==> config.mk <==
export PLATFORM = sky130hd
export DESIGN_NAME = fcecr_top
export DESIGN_NICKNAME = d
export VERILOG_FILES = /design/src/fcecr_pkg.sv /design/src/fcecr_top.sv
export SDC_FILE = /design/constraint.sdc
export NUM_CORES = 1
export LEC_CHECK = 0
export ABC_CLOCK_PERIOD_IN_PS = 2400
export BUFFER_PORTS_ARGS = -buffer_cell sky130_fd_sc_hd__buf_2
export CELL_PAD_IN_SITES_DETAIL_PLACEMENT = 0
export CELL_PAD_IN_SITES_GLOBAL_PLACEMENT = 1
export CORE_MARGIN = 3
export CORE_UTILIZATION = 25
export DETAILED_ROUTE_END_ITERATION = 16
export GPL_TIMING_DRIVEN = 0
export PLACE_DENSITY = 0.58
export SETUP_SLACK_MARGIN = 0.1
export SYNTH_ARGS = -nofsm -noshare
export SYNTH_HDL_FRONTEND = slang
export SYNTH_SLANG_ARGS = --single-unit
==> constraint.sdc <==
create_clock -name aclk -period 2.4 [get_ports aclk]
set_clock_uncertainty 0.15 [all_clocks]
set_input_delay 0.24 -clock aclk [delete_from_list [all_inputs] [get_ports aclk]]
set_output_delay 0.24 -clock aclk [all_outputs]
set_load 0.02 [all_outputs]
==> src/fcecr_pkg.sv <==
/*
 * shared constants and types for the nvm controller register block:
 * register offsets, field positions, reset values, access-mode codes,
 * operation kinds, bus carrier structs and operation timing limits.
 * assumes a 200 MHz system clock and 12-bit register byte addresses.
 */
package fcecr_pkg;

    // ------------------------------------------------------------------
    // register byte offsets
    // ------------------------------------------------------------------
    localparam int unsigned ADDR_W            = 12;
    localparam logic [11:0] OFF_ACCESS_MODE   = 12'h504;
    localparam logic [11:0] OFF_FULL_ERASE    = 12'h50c;
    localparam logic [11:0] OFF_PARTIAL_CFG   = 12'h51c;
    localparam logic [11:0] OFF_ICACHE_CONFIG = 12'h540;
    localparam logic [11:0] OFF_ICACHE_HITS   = 12'h548;
    localparam logic [11:0] OFF_ICACHE_MISSES = 12'h54c;
    localparam logic [11:0] OFF_NS_MODE       = 12'h584;
    localparam logic [11:0] OFF_NS_PROTECT    = 12'h588;
    localparam logic [11:0] OFF_OP_STATUS     = 12'h5f0;

    // ------------------------------------------------------------------
    // field positions, codes and reset values
    // ------------------------------------------------------------------
    localparam int unsigned MODE_W          = 3;
    localparam logic [2:0]  MODE_READ_ONLY  = 3'h0;
    localparam logic [2:0]  MODE_WRITE_EN   = 3'h1;
    localparam logic [2:0]  MODE_ERASE_EN   = 3'h2;
    localparam logic [2:0]  MODE_PARTIAL_EN = 3'h4;
    localparam int unsigned BIT_TRIGGER     = 0;
    localparam int unsigned BIT_CACHE_ON    = 0;
    localparam int unsigned BIT_PROFILE_ON  = 8;
    localparam int unsigned BIT_PROTECT_SET = 0;
    localparam int unsigned KEY_LSB         = 4;
    localparam logic [27:0] PROTECT_KEY     = 28'hafbe5a7;
    localparam logic [31:0] RESET_ZERO      = 32'h0000_0000;
    localparam logic [1:0]  RESP_OKAY       = 2'h0;
    localparam logic [1:0]  RESP_SLVERR     = 2'h2;

    // ------------------------------------------------------------------
    // operation timing limits (longest times, rounded down to cycles)
    // ------------------------------------------------------------------
    localparam int unsigned CLK_MHZ          = 200;
    localparam int unsigned T_WRITE_US       = 43;
    localparam int unsigned T_PAGE_ERASE_MS  = 87;
    localparam int unsigned T_FULL_ERASE_MS  = 173;
    localparam int unsigned T_PART_SETUP_US  = 1080; // 1.08 ms
    localparam int unsigned WRITE_CYC        = T_WRITE_US * CLK_MHZ;
    localparam int unsigned PAGE_ERASE_CYC   = T_PAGE_ERASE_MS * 1000 * CLK_MHZ;
    localparam int unsigned FULL_ERASE_CYC   = T_FULL_ERASE_MS * 1000 * CLK_MHZ;
    localparam int unsigned PART_SETUP_CYC   = T_PART_SETUP_US * CLK_MHZ;

    // ------------------------------------------------------------------
    // types
    // ------------------------------------------------------------------
    typedef enum logic [2:0] {
        OP_NONE, OP_WRITE_WORD, OP_PAGE_ERASE, OP_PARTIAL_ERASE, OP_FULL_ERASE
    } fcecr_op_t;

    typedef struct packed {
        logic        valid;
        fcecr_op_t   kind;
        logic        nonsecure;
    } fcecr_op_req_t;

    typedef struct packed {
        logic [11:0] awaddr;
        logic        awvalid;
        logic [31:0] wdata;
        logic [3:0]  wstrb;
        logic        wvalid;
        logic        bready;
        logic [11:0] araddr;
        logic        arvalid;
        logic        rready;
    } fcecr_axi_req_t;

    typedef struct packed {
        logic        awready;
        logic        wready;
        logic [1:0]  bresp;
        logic        bvalid;
        logic        arready;
        logic [31:0] rdata;
        logic [1:0]  rresp;
        logic        rvalid;
    } fcecr_axi_rsp_t;

endpackage

==> src/fcecr_top.sv <==
/*
 * nvm controller register block: axi4-lite register slave, access-mode
 * registers, full-erase trigger, operation timer, instruction-cache
 * enable with hit and miss counters, keyed access-port lock.
 * assumes one 200 MHz clock; cache hit/miss pulses and operation
 * requests come from logic on the same clock.
 */
// Register access over AXI4-Lite is this design's own decision.
`timescale 1ns/1ps

// Overview of operation
// - writing 1 to the erase trigger in erase mode starts full erase; 0 does nothing
// - erase trigger is write-only, bit 0, resets to zero
// - cache_on 0 disables and invalidates cache; 1 enables it
// - cache config resets to zero; profiling_on is its own field
// - hit counter counts hits, is read-write, written zero clears it
// - miss counter counts misses, written zero clears it
// - non-secure mode register accepts only zero or one-hot values
// - lock set only with bit 0 high and the valid key
// - a word write finishes within 43 us
// - a page erase finishes within 87 ms
// - a full erase finishes within 173 ms
// - partial erase setup lasts at most 1.08 ms
// - mode codes: read-only 0, write 1, erase 2, partial erase 4
// - write or erase mode keeps the cache invalidated
// - with profiling on, hits and misses increment their counters
module fcecr_top #(
    parameter int unsigned WRITE_CYCLES      = fcecr_pkg::WRITE_CYC,
    parameter int unsigned PAGE_ERASE_CYCLES = fcecr_pkg::PAGE_ERASE_CYC,
    parameter int unsigned FULL_ERASE_CYCLES = fcecr_pkg::FULL_ERASE_CYC,
    parameter int unsigned PART_SETUP_CYCLES = fcecr_pkg::PART_SETUP_CYC
) (
    // clock and reset
    input  wire logic                     aclk,
    input  wire logic                     aresetn,
    // register bus
    input  wire fcecr_pkg::fcecr_axi_req_t axi_req,
    output wire fcecr_pkg::fcecr_axi_rsp_t axi_rsp,
    // operation requests from the write path
    input  wire fcecr_pkg::fcecr_op_req_t  op_req,
    output logic                           op_accept,
    output logic                           op_refused,
    // memory array control
    output fcecr_pkg::fcecr_op_t           nvm_op_q,
    output logic                           nvm_busy_q,
    output logic                           nvm_done_q,
    // instruction cache
    input  wire logic                      icache_hit,
    input  wire logic                      icache_miss,
    output logic                           cache_enable_q,
    output logic                           cache_invalidate_q,
    // debug port protection
    output logic                           access_port_lock_q
);

    // ------------------------------------------------------------------
    // helpers
    // ------------------------------------------------------------------
    // merge written bytes over the old value
    function automatic logic [31:0] merge_strb(input logic [31:0] old_v,
                                               input logic [31:0] new_v,
                                               input logic [3:0]  strb);
        logic [31:0] m;
        m = {{8{strb[3]}}, {8{strb[2]}}, {8{strb[1]}}, {8{strb[0]}}};
        return (old_v & ~m) | (new_v & m);
    endfunction

    // mode codes are zero or one-hot
    function automatic logic mode_legal(input logic [31:0] v);
        return (v[31:fcecr_pkg::MODE_W] == '0) && $onehot0(v[fcecr_pkg::MODE_W-1:0]);
    endfunction

    // does a mode allow an operation kind
    function automatic logic mode_allows(input logic [2:0] mode,
                                         input fcecr_pkg::fcecr_op_t kind);
        logic ok;
        ok = 1'b0;
        unique case (kind)
            fcecr_pkg::OP_WRITE_WORD:    ok = (mode == fcecr_pkg::MODE_WRITE_EN);
            fcecr_pkg::OP_PAGE_ERASE:    ok = (mode == fcecr_pkg::MODE_ERASE_EN);
            fcecr_pkg::OP_FULL_ERASE:    ok = (mode == fcecr_pkg::MODE_ERASE_EN);
            fcecr_pkg::OP_PARTIAL_ERASE: ok = (mode == fcecr_pkg::MODE_PARTIAL_EN);
            default:                     ok = 1'b0;
        endcase
        return ok;
    endfunction

    // ------------------------------------------------------------------
    // bus write channel
    // ------------------------------------------------------------------
    logic [11:0] aw_addr_q;
    logic        aw_held_q;
    logic [31:0] w_data_q;
    logic [3:0]  w_strb_q;
    logic        w_held_q;
    logic        bvalid_q;
    logic [1:0]  bresp_q;
    logic        wr_fire;
    logic [11:0] wr_addr;
    logic        wr_hit;

    assign axi_rsp.awready = !aw_held_q && !bvalid_q;
    assign axi_rsp.wready  = !w_held_q && !bvalid_q;
    assign wr_fire         = aw_held_q && w_held_q && !bvalid_q;
    assign wr_addr         = {aw_addr_q[11:2], 2'h0};
    assign wr_hit          = (wr_addr == fcecr_pkg::OFF_ACCESS_MODE)
                          || (wr_addr == fcecr_pkg::OFF_FULL_ERASE)
                          || (wr_addr == fcecr_pkg::OFF_PARTIAL_CFG)
                          || (wr_addr == fcecr_pkg::OFF_ICACHE_CONFIG)
                          || (wr_addr == fcecr_pkg::OFF_ICACHE_HITS)
                          || (wr_addr == fcecr_pkg::OFF_ICACHE_MISSES)
                          || (wr_addr == fcecr_pkg::OFF_NS_MODE)
                          || (wr_addr == fcecr_pkg::OFF_NS_PROTECT);

    // address and data taken in either order, answered once both held
    always_ff @(posedge aclk) begin
        if (!aresetn) begin
            aw_held_q <= 1'b0;
            w_held_q  <= 1'b0;
            aw_addr_q <= '0;
            w_data_q  <= fcecr_pkg::RESET_ZERO;
            w_strb_q  <= '0;
            bvalid_q  <= 1'b0;
            bresp_q   <= fcecr_pkg::RESP_OKAY;
        end else begin
            if (axi_req.awvalid && axi_rsp.awready) begin
                aw_held_q <= 1'b1;
                aw_addr_q <= axi_req.awaddr;
            end
            if (axi_req.wvalid && axi_rsp.wready) begin
                w_held_q <= 1'b1;
                w_data_q <= axi_req.wdata;
                w_strb_q <= axi_req.wstrb;
            end
            if (wr_fire) begin
                aw_held_q <= 1'b0;
                w_held_q  <= 1'b0;
                bvalid_q  <= 1'b1;
                bresp_q   <= wr_hit ? fcecr_pkg::RESP_OKAY : fcecr_pkg::RESP_SLVERR;
            end else if (bvalid_q && axi_req.bready) begin
                bvalid_q <= 1'b0;
            end
        end
    end

    assign axi_rsp.bvalid = bvalid_q;
    assign axi_rsp.bresp  = bresp_q;

    // ------------------------------------------------------------------
    // configuration registers
    // ------------------------------------------------------------------
    logic [2:0]  mode_q;
    logic [2:0]  ns_mode_q;
    logic [31:0] partial_cfg_q;
    logic        cache_on_q;
    logic        profiling_on_q;
    logic [31:0] wr_val;
    logic        erase_trigger;

    assign wr_val = merge_strb(fcecr_pkg::RESET_ZERO, w_data_q, w_strb_q);

    always_ff @(posedge aclk) begin
        if (!aresetn) begin
            mode_q    <= fcecr_pkg::MODE_READ_ONLY;
            ns_mode_q <= fcecr_pkg::MODE_READ_ONLY;
        end else if (wr_fire && mode_legal(wr_val)) begin
            if (wr_addr == fcecr_pkg::OFF_ACCESS_MODE) begin
                mode_q <= wr_val[fcecr_pkg::MODE_W-1:0];
            end
            if (wr_addr == fcecr_pkg::OFF_NS_MODE) begin
                ns_mode_q <= wr_val[fcecr_pkg::MODE_W-1:0];
            end
        end
    end

    // partial erase configuration, stored and read back only; the engine does not use it
    always_ff @(posedge aclk) begin
        if (!aresetn) begin
            partial_cfg_q <= fcecr_pkg::RESET_ZERO;
        end else if (wr_fire && wr_addr == fcecr_pkg::OFF_PARTIAL_CFG) begin
            partial_cfg_q <= merge_strb(partial_cfg_q, w_data_q, w_strb_q);
        end
    end

    // cache config reset / cache enable field
    always_ff @(posedge aclk) begin
        if (!aresetn) begin
            cache_on_q     <= 1'b0;
            profiling_on_q <= 1'b0;
        end else if (wr_fire && wr_addr == fcecr_pkg::OFF_ICACHE_CONFIG) begin
            cache_on_q     <= wr_val[fcecr_pkg::BIT_CACHE_ON];
            profiling_on_q <= wr_val[fcecr_pkg::BIT_PROFILE_ON];
        end
    end

    // write-only trigger / only a 1 starts
    assign erase_trigger = wr_fire && (wr_addr == fcecr_pkg::OFF_FULL_ERASE)
                        && wr_val[fcecr_pkg::BIT_TRIGGER];

    always_ff @(posedge aclk) begin
        if (!aresetn) begin
            access_port_lock_q <= 1'b0;
        end else if (wr_fire && wr_addr == fcecr_pkg::OFF_NS_PROTECT
                     && wr_val[fcecr_pkg::BIT_PROTECT_SET]
                     && wr_val[31:fcecr_pkg::KEY_LSB] == fcecr_pkg::PROTECT_KEY) begin
            access_port_lock_q <= 1'b1;
        end
    end

    // ------------------------------------------------------------------
    // operation engine
    // ------------------------------------------------------------------
    typedef enum logic {ENG_IDLE, ENG_RUN} fcecr_eng_t;
    fcecr_eng_t  eng_q;
    logic [31:0] timer_q;
    logic        full_ok;
    logic        req_ok;

    // erase mode required for the trigger
    assign full_ok    = erase_trigger && mode_allows(mode_q, fcecr_pkg::OP_FULL_ERASE);
    assign req_ok     = op_req.valid && mode_allows(op_req.nonsecure ? ns_mode_q : mode_q,
                                                    op_req.kind);
    // software trigger has priority over a path request in the same cycle
    assign op_accept  = (eng_q == ENG_IDLE) && !full_ok && req_ok;
    assign op_refused = op_req.valid && !op_accept;

    always_ff @(posedge aclk) begin
        if (!aresetn) begin
            eng_q      <= ENG_IDLE;
            timer_q    <= '0;
            nvm_op_q   <= fcecr_pkg::OP_NONE;
            nvm_busy_q <= 1'b0;
            nvm_done_q <= 1'b0;
        end else begin
            nvm_done_q <= 1'b0;
            unique case (eng_q)
                ENG_IDLE: begin
                    if (full_ok) begin
                        eng_q      <= ENG_RUN;
                        nvm_op_q   <= fcecr_pkg::OP_FULL_ERASE;
                        nvm_busy_q <= 1'b1;
                        timer_q    <= 32'(FULL_ERASE_CYCLES - 1);
                    end else if (op_accept) begin
                        eng_q      <= ENG_RUN;
                        nvm_op_q   <= op_req.kind;
                        nvm_busy_q <= 1'b1;
                        unique case (op_req.kind)
                            fcecr_pkg::OP_WRITE_WORD: timer_q <= 32'(WRITE_CYCLES - 1);
                            fcecr_pkg::OP_PAGE_ERASE: timer_q <= 32'(PAGE_ERASE_CYCLES - 1);
                            default:                  timer_q <= 32'(PART_SETUP_CYCLES - 1);
                        endcase
                    end
                end
                ENG_RUN: begin
                    if (timer_q == '0) begin
                        eng_q      <= ENG_IDLE;
                        nvm_op_q   <= fcecr_pkg::OP_NONE;
                        nvm_busy_q <= 1'b0;
                        nvm_done_q <= 1'b1;
                    end else begin
                        timer_q <= timer_q - 32'h1;
                    end
                end
            endcase
        end
    end

    // ------------------------------------------------------------------
    // instruction cache control and profiling
    // ------------------------------------------------------------------
    logic [31:0] hits_q;
    logic [31:0] misses_q;
    logic        mode_blocks_cache;

    assign mode_blocks_cache = (mode_q != fcecr_pkg::MODE_READ_ONLY)
                            || (ns_mode_q != fcecr_pkg::MODE_READ_ONLY);

    // disable invalidates / held invalid in write or erase
    always_ff @(posedge aclk) begin
        if (!aresetn) begin
            cache_enable_q     <= 1'b0;
            cache_invalidate_q <= 1'b1;
        end else begin
            cache_enable_q     <= cache_on_q && !mode_blocks_cache;
            cache_invalidate_q <= !cache_on_q || mode_blocks_cache;
        end
    end

    // hit counter / count on hit / hold when off
    always_ff @(posedge aclk) begin
        if (!aresetn) begin
            hits_q <= fcecr_pkg::RESET_ZERO;
        end else if (wr_fire && wr_addr == fcecr_pkg::OFF_ICACHE_HITS) begin
            hits_q <= merge_strb(hits_q, w_data_q, w_strb_q);
        end else if (profiling_on_q && icache_hit) begin
            hits_q <= hits_q + 32'h1;
        end
    end

    // miss counter / count on miss / hold when off
    always_ff @(posedge aclk) begin
        if (!aresetn) begin
            misses_q <= fcecr_pkg::RESET_ZERO;
        end else if (wr_fire && wr_addr == fcecr_pkg::OFF_ICACHE_MISSES) begin
            misses_q <= merge_strb(misses_q, w_data_q, w_strb_q);
        end else if (profiling_on_q && icache_miss) begin
            misses_q <= misses_q + 32'h1;
        end
    end

    // ------------------------------------------------------------------
    // bus read channel
    // ------------------------------------------------------------------
    logic        rvalid_q;
    logic [31:0] rdata_q;
    logic [1:0]  rresp_q;
    logic [31:0] rd_val;
    logic        rd_hit;
    logic [11:0] rd_addr;

    assign axi_rsp.arready = !rvalid_q;
    assign rd_addr         = {axi_req.araddr[11:2], 2'h0};

    // read decode; write-only registers read as zero
    always_comb begin
        rd_val = fcecr_pkg::RESET_ZERO;
        rd_hit = 1'b1;
        unique case (rd_addr)
            fcecr_pkg::OFF_ACCESS_MODE:   rd_val = 32'(mode_q);
            fcecr_pkg::OFF_NS_MODE:       rd_val = 32'(ns_mode_q);
            fcecr_pkg::OFF_PARTIAL_CFG:   rd_val = partial_cfg_q;
            fcecr_pkg::OFF_ICACHE_HITS:   rd_val = hits_q;
            fcecr_pkg::OFF_ICACHE_MISSES: rd_val = misses_q;
            fcecr_pkg::OFF_FULL_ERASE:    rd_val = fcecr_pkg::RESET_ZERO;
            fcecr_pkg::OFF_NS_PROTECT:    rd_val = fcecr_pkg::RESET_ZERO;
            fcecr_pkg::OFF_ICACHE_CONFIG: begin
                rd_val[fcecr_pkg::BIT_CACHE_ON]   = cache_on_q;
                rd_val[fcecr_pkg::BIT_PROFILE_ON] = profiling_on_q;
            end
            fcecr_pkg::OFF_OP_STATUS: begin
                rd_val[0] = nvm_busy_q;
                rd_val[1] = access_port_lock_q;
            end
            default: rd_hit = 1'b0;
        endcase
    end

    // one read answered the cycle after the address is taken
    always_ff @(posedge aclk) begin
        if (!aresetn) begin
            rvalid_q <= 1'b0;
            rdata_q  <= fcecr_pkg::RESET_ZERO;
            rresp_q  <= fcecr_pkg::RESP_OKAY;
        end else if (axi_req.arvalid && axi_rsp.arready) begin
            rvalid_q <= 1'b1;
            rdata_q  <= rd_val;
            rresp_q  <= rd_hit ? fcecr_pkg::RESP_OKAY : fcecr_pkg::RESP_SLVERR;
        end else if (rvalid_q && axi_req.rready) begin
            rvalid_q <= 1'b0;
        end
    end

    assign axi_rsp.rvalid = rvalid_q;
    assign axi_rsp.rdata  = rdata_q;
    assign axi_rsp.rresp  = rresp_q;

endmodule

==> metrics.txt <==
EDFF count, synth=0; Final Hold Viols=0; post-DP HPWL=37,400 um; Yosys warnings=0; Seq/Total Area, Yosys=0.386; die height=224 um; CP Launch Type=flop; number of DRC markers after the initial detailed-route iteration=1,013; CTS tree=yes; row cnt=79; Final nets=1,900; final setup vio count=22; HP Class=input pin to flop; global-route wire length before repair=79,200 um; crit share post-route=1.19; Worst EP required=2.01 ns; crit path cell chain=and2_1, clkbuf_8, nand4_1, o21ai_4, or4_4, buf_8, and2_4, buf_6; Tot GR Track Use=0.206; Bufs and invs on worst path=3; Final ANT Viol Nets=0; relative slew slack=0.213; Initial Util=0.254; violated checks=setup timing; vias per cell=5.35; PnR worst setup slack=-0.445 ns; power per cell area=596 nW/um^2; Root Driver=clkbuf_16; CP peak stage delay=0.55 ns; Cells after Synth=1,506; critical path arrival=2.45 ns; vias in the first global route=12,400; maximum VDD drop=0.389 mV; leakage power=6.76 nW; DRT Pass-1 Iters=6; CTS H-Tree Depth=1; GPL Wtd Cong=0.897; worst skew pair latency=0.57 ns; worst-path fanout max=8; status=finished with violations; Layout area overhead=47.0%; clk sinks=229; Slowest cell on crit path=or4_4; I/O Buffers=115; Yosys reg bits=229; CTS buffer count=29; dominant synthesized flop cell=dfxtp_1; Avg Synthesized Cell Area=7.89 sq um; Pins Over Slew Limit=0; Max Clock Freq=352 MHz; largest net degree at the start of global routing=14; unrepaired setup endpoints after global routing=yes; # IOs=125; Remaining DRCs=0; Die ar.=50,200 sq um; total power=10.4 mW; global route overflow=0; Netlist Area Pre-Place=11,900 sq um; setup_tns=-1.90 ns; die width=224 um; total number of vias=13,100; MaxCap Viol Count=0; clock tree buffer depth=3; clock input transition at the sequential cells of the worst setup and hold paths=0.06 ns; crit end category=output pin; initial antenna violation count=2; post-layout util=0.374; post-synthesis cell type count=90; share of post-route cells with drive strength above 1=0.316; kind of critical path=flop to output pin; Async S/R FF share, synth=0; Core ar.=46,800 sq um; fin crit period=2.84 ns; WL final=53,700 um; wire length per cell=21.9 um; Top Family by Delay on Critical Path=simple AND/OR/NAND/NOR gates; worst-margin pin slew=1.18 ns
[tightest hold or removal path: cells and delay by family]
| kind | cells | cell delay (ns) |
|---|---|---|
| compound gates | 3 | 0.29 |
| buf+inv | 1 | 0.17 |
[layout by cell type, fill, tap and decap left out, drive strengths merged, types with 8 or more instances in the layout]
| cell | netlist | final |
|---|---|---|
| mux2i | 75 | 75 |
| and3 | 19 | 19 |
| mux2 | 10 | 10 |
| or4 | 8 | 8 |
| nor3b | 8 | 8 |
| nor2 | 169 | 169 |
| inv | 17 | 17 |
| nand4 | 35 | 35 |
| a211oi | 32 | 32 |
| and2 | 47 | 47 |
| o21ai | 70 | 70 |
| dfxtp | 229 | 229 |
| buf | 26 | 262 |
| o31ai | 10 | 10 |
| a21oi | 132 | 132 |
| nand2 | 222 | 222 |
| and4 | 13 | 13 |
| a31oi | 21 | 21 |
| nor4 | 32 | 32 |
| nand2b | 12 | 12 |
| nor3 | 53 | 53 |
| o211ai | 9 | 9 |
| clkbuf | 73 | 110 |
| nand3 | 42 | 42 |
| o21a | 11 | 11 |
| or3 | 13 | 13 |
| dlygate4sd3 | 0 | 53 |
| o22ai | 8 | 8 |
[synth_stat cells, types with 5 or more instances]
cell type	n	area share
and3_1	19	0.010
buf_4	6	0.0038
o21ai_0	66	0.028
mux2i_1	75	0.063
clkbuf_1	73	0.023
nor2_1	168	0.053
nand4b_1	5	0.0037
or4_1	8	0.0051
inv_1	16	0.0051
o41ai_1	7	0.0052
o21a_1	11	0.0069
nor3b_1	6	0.0038
nor3_1	49	0.021
a31oi_1	21	0.011
nand2_1	222	0.070
o22ai_1	8	0.0042
nor4_1	24	0.013
nand3_1	40	0.017
mux2_2	10	0.0095
a221oi_1	5	0.0037
nand2b_1	12	0.0063
nand4_1	34	0.018
nor4_2	5	0.0053
and2_1	45	0.024
and4_1	13	0.0096
or3_1	12	0.0063
buf_2	16	0.0067
dfxtp_1	229	0.39
o211ai_1	9	0.0057
o221ai_1	6	0.0044
a21oi_1	132	0.056
o31ai_1	10	0.0063
a211oi_1	32	0.020
[final timing paths]
check,from,end,slack [ns],cells after the start
worst max-delay path,w_data_q[0]$_SDFFE_PN0P_,op_refused,-0.44,8
worst max register to register,bvalid_q$_SDFFE_PN0P_,timer_q[1]$_SDFFE_PN0P_,-0.11,10
worst min register to register,bresp_q[1]$_SDFFE_PN0N_,bresp_q[1]$_SDFFE_PN0N_,0.31,2
worst min-delay path,icache_hit,flop,0.03,4
[repair_timing]
item / in CTS / in global routing
cloned: 3 / 1
resized for setup: 254 / 240
pin swaps: 46 / 96
endpoints found under the setup margin: 151 / 180
hold endpoints to repair: 51 / 0
setup buffers: 81 / 40
hold buffers: 53 / 0
[area by class of cell]
type	instances	area, sq um
timing repair buffer	286	2200
buffer	97	666
sequential	229	4660
fill	4860	29300
inverter	17	71.3
tap	607	759
antenna	3	7.51
clock inverter	6	83.8
multi-input combinational	1162	8150
clock buffer	42	865
[logic make-up (layout without fill, tap and decap cells)]
logic type | Yosys count | in the layout | synth area share
xor+xnor | 4 | 4 | 0.00295
mux | 85 | 85 | 0.0726
simple gates | 705 | 705 | 0.300
flops | 229 | 229 | 0.386
compound gates | 362 | 362 | 0.193
fa+ha+maj | 4 | 4 | 0.00421
other cells | 1 | 5 | 0.000315
buf+inv | 116 | 448 | 0.0408
[metal layers]
| layer | track usage | part of all wire | vias up |
|---|---|---|---|
| met5 | 0 | 0.00013 | - |
| met4 | 0.0687 | 0.033 | 2 |
| met3 | 0.0328 | 0.071 | 86 |
| met2 | 0.314 | 0.43 | 498 |
| met1 | 0.295 | 0.46 | 6382 |
| li1 | - | - | 6129 |
[power breakdown]
group	leakage [nW]	internal [mW]	total, mW	switching (mW)
clock network	0.471	2.67	4.45	1.77
logic	4.41	0.776	1.82	1.04
registers	1.88	3.93	4.15	0.226
[metrics by stage]
step / hold WS, ns / setup WS [ns] / cell area [sq um] / instances
floorplan: 0.189 / 0.0740 / 11900 / 1507
global placement: 0.290 / -0.788 / 13300 / 2229
detailed placement: 0.282 / -0.803 / 13300 / 2229
CTS: 0.0116 / -0.485 / 16400 / 2411
global route: 0.0509 / -0.484 / 17500 / 2446
finish: 0.0323 / -0.445 / 17500 / 2449
(Power assumes the default switching activity.)
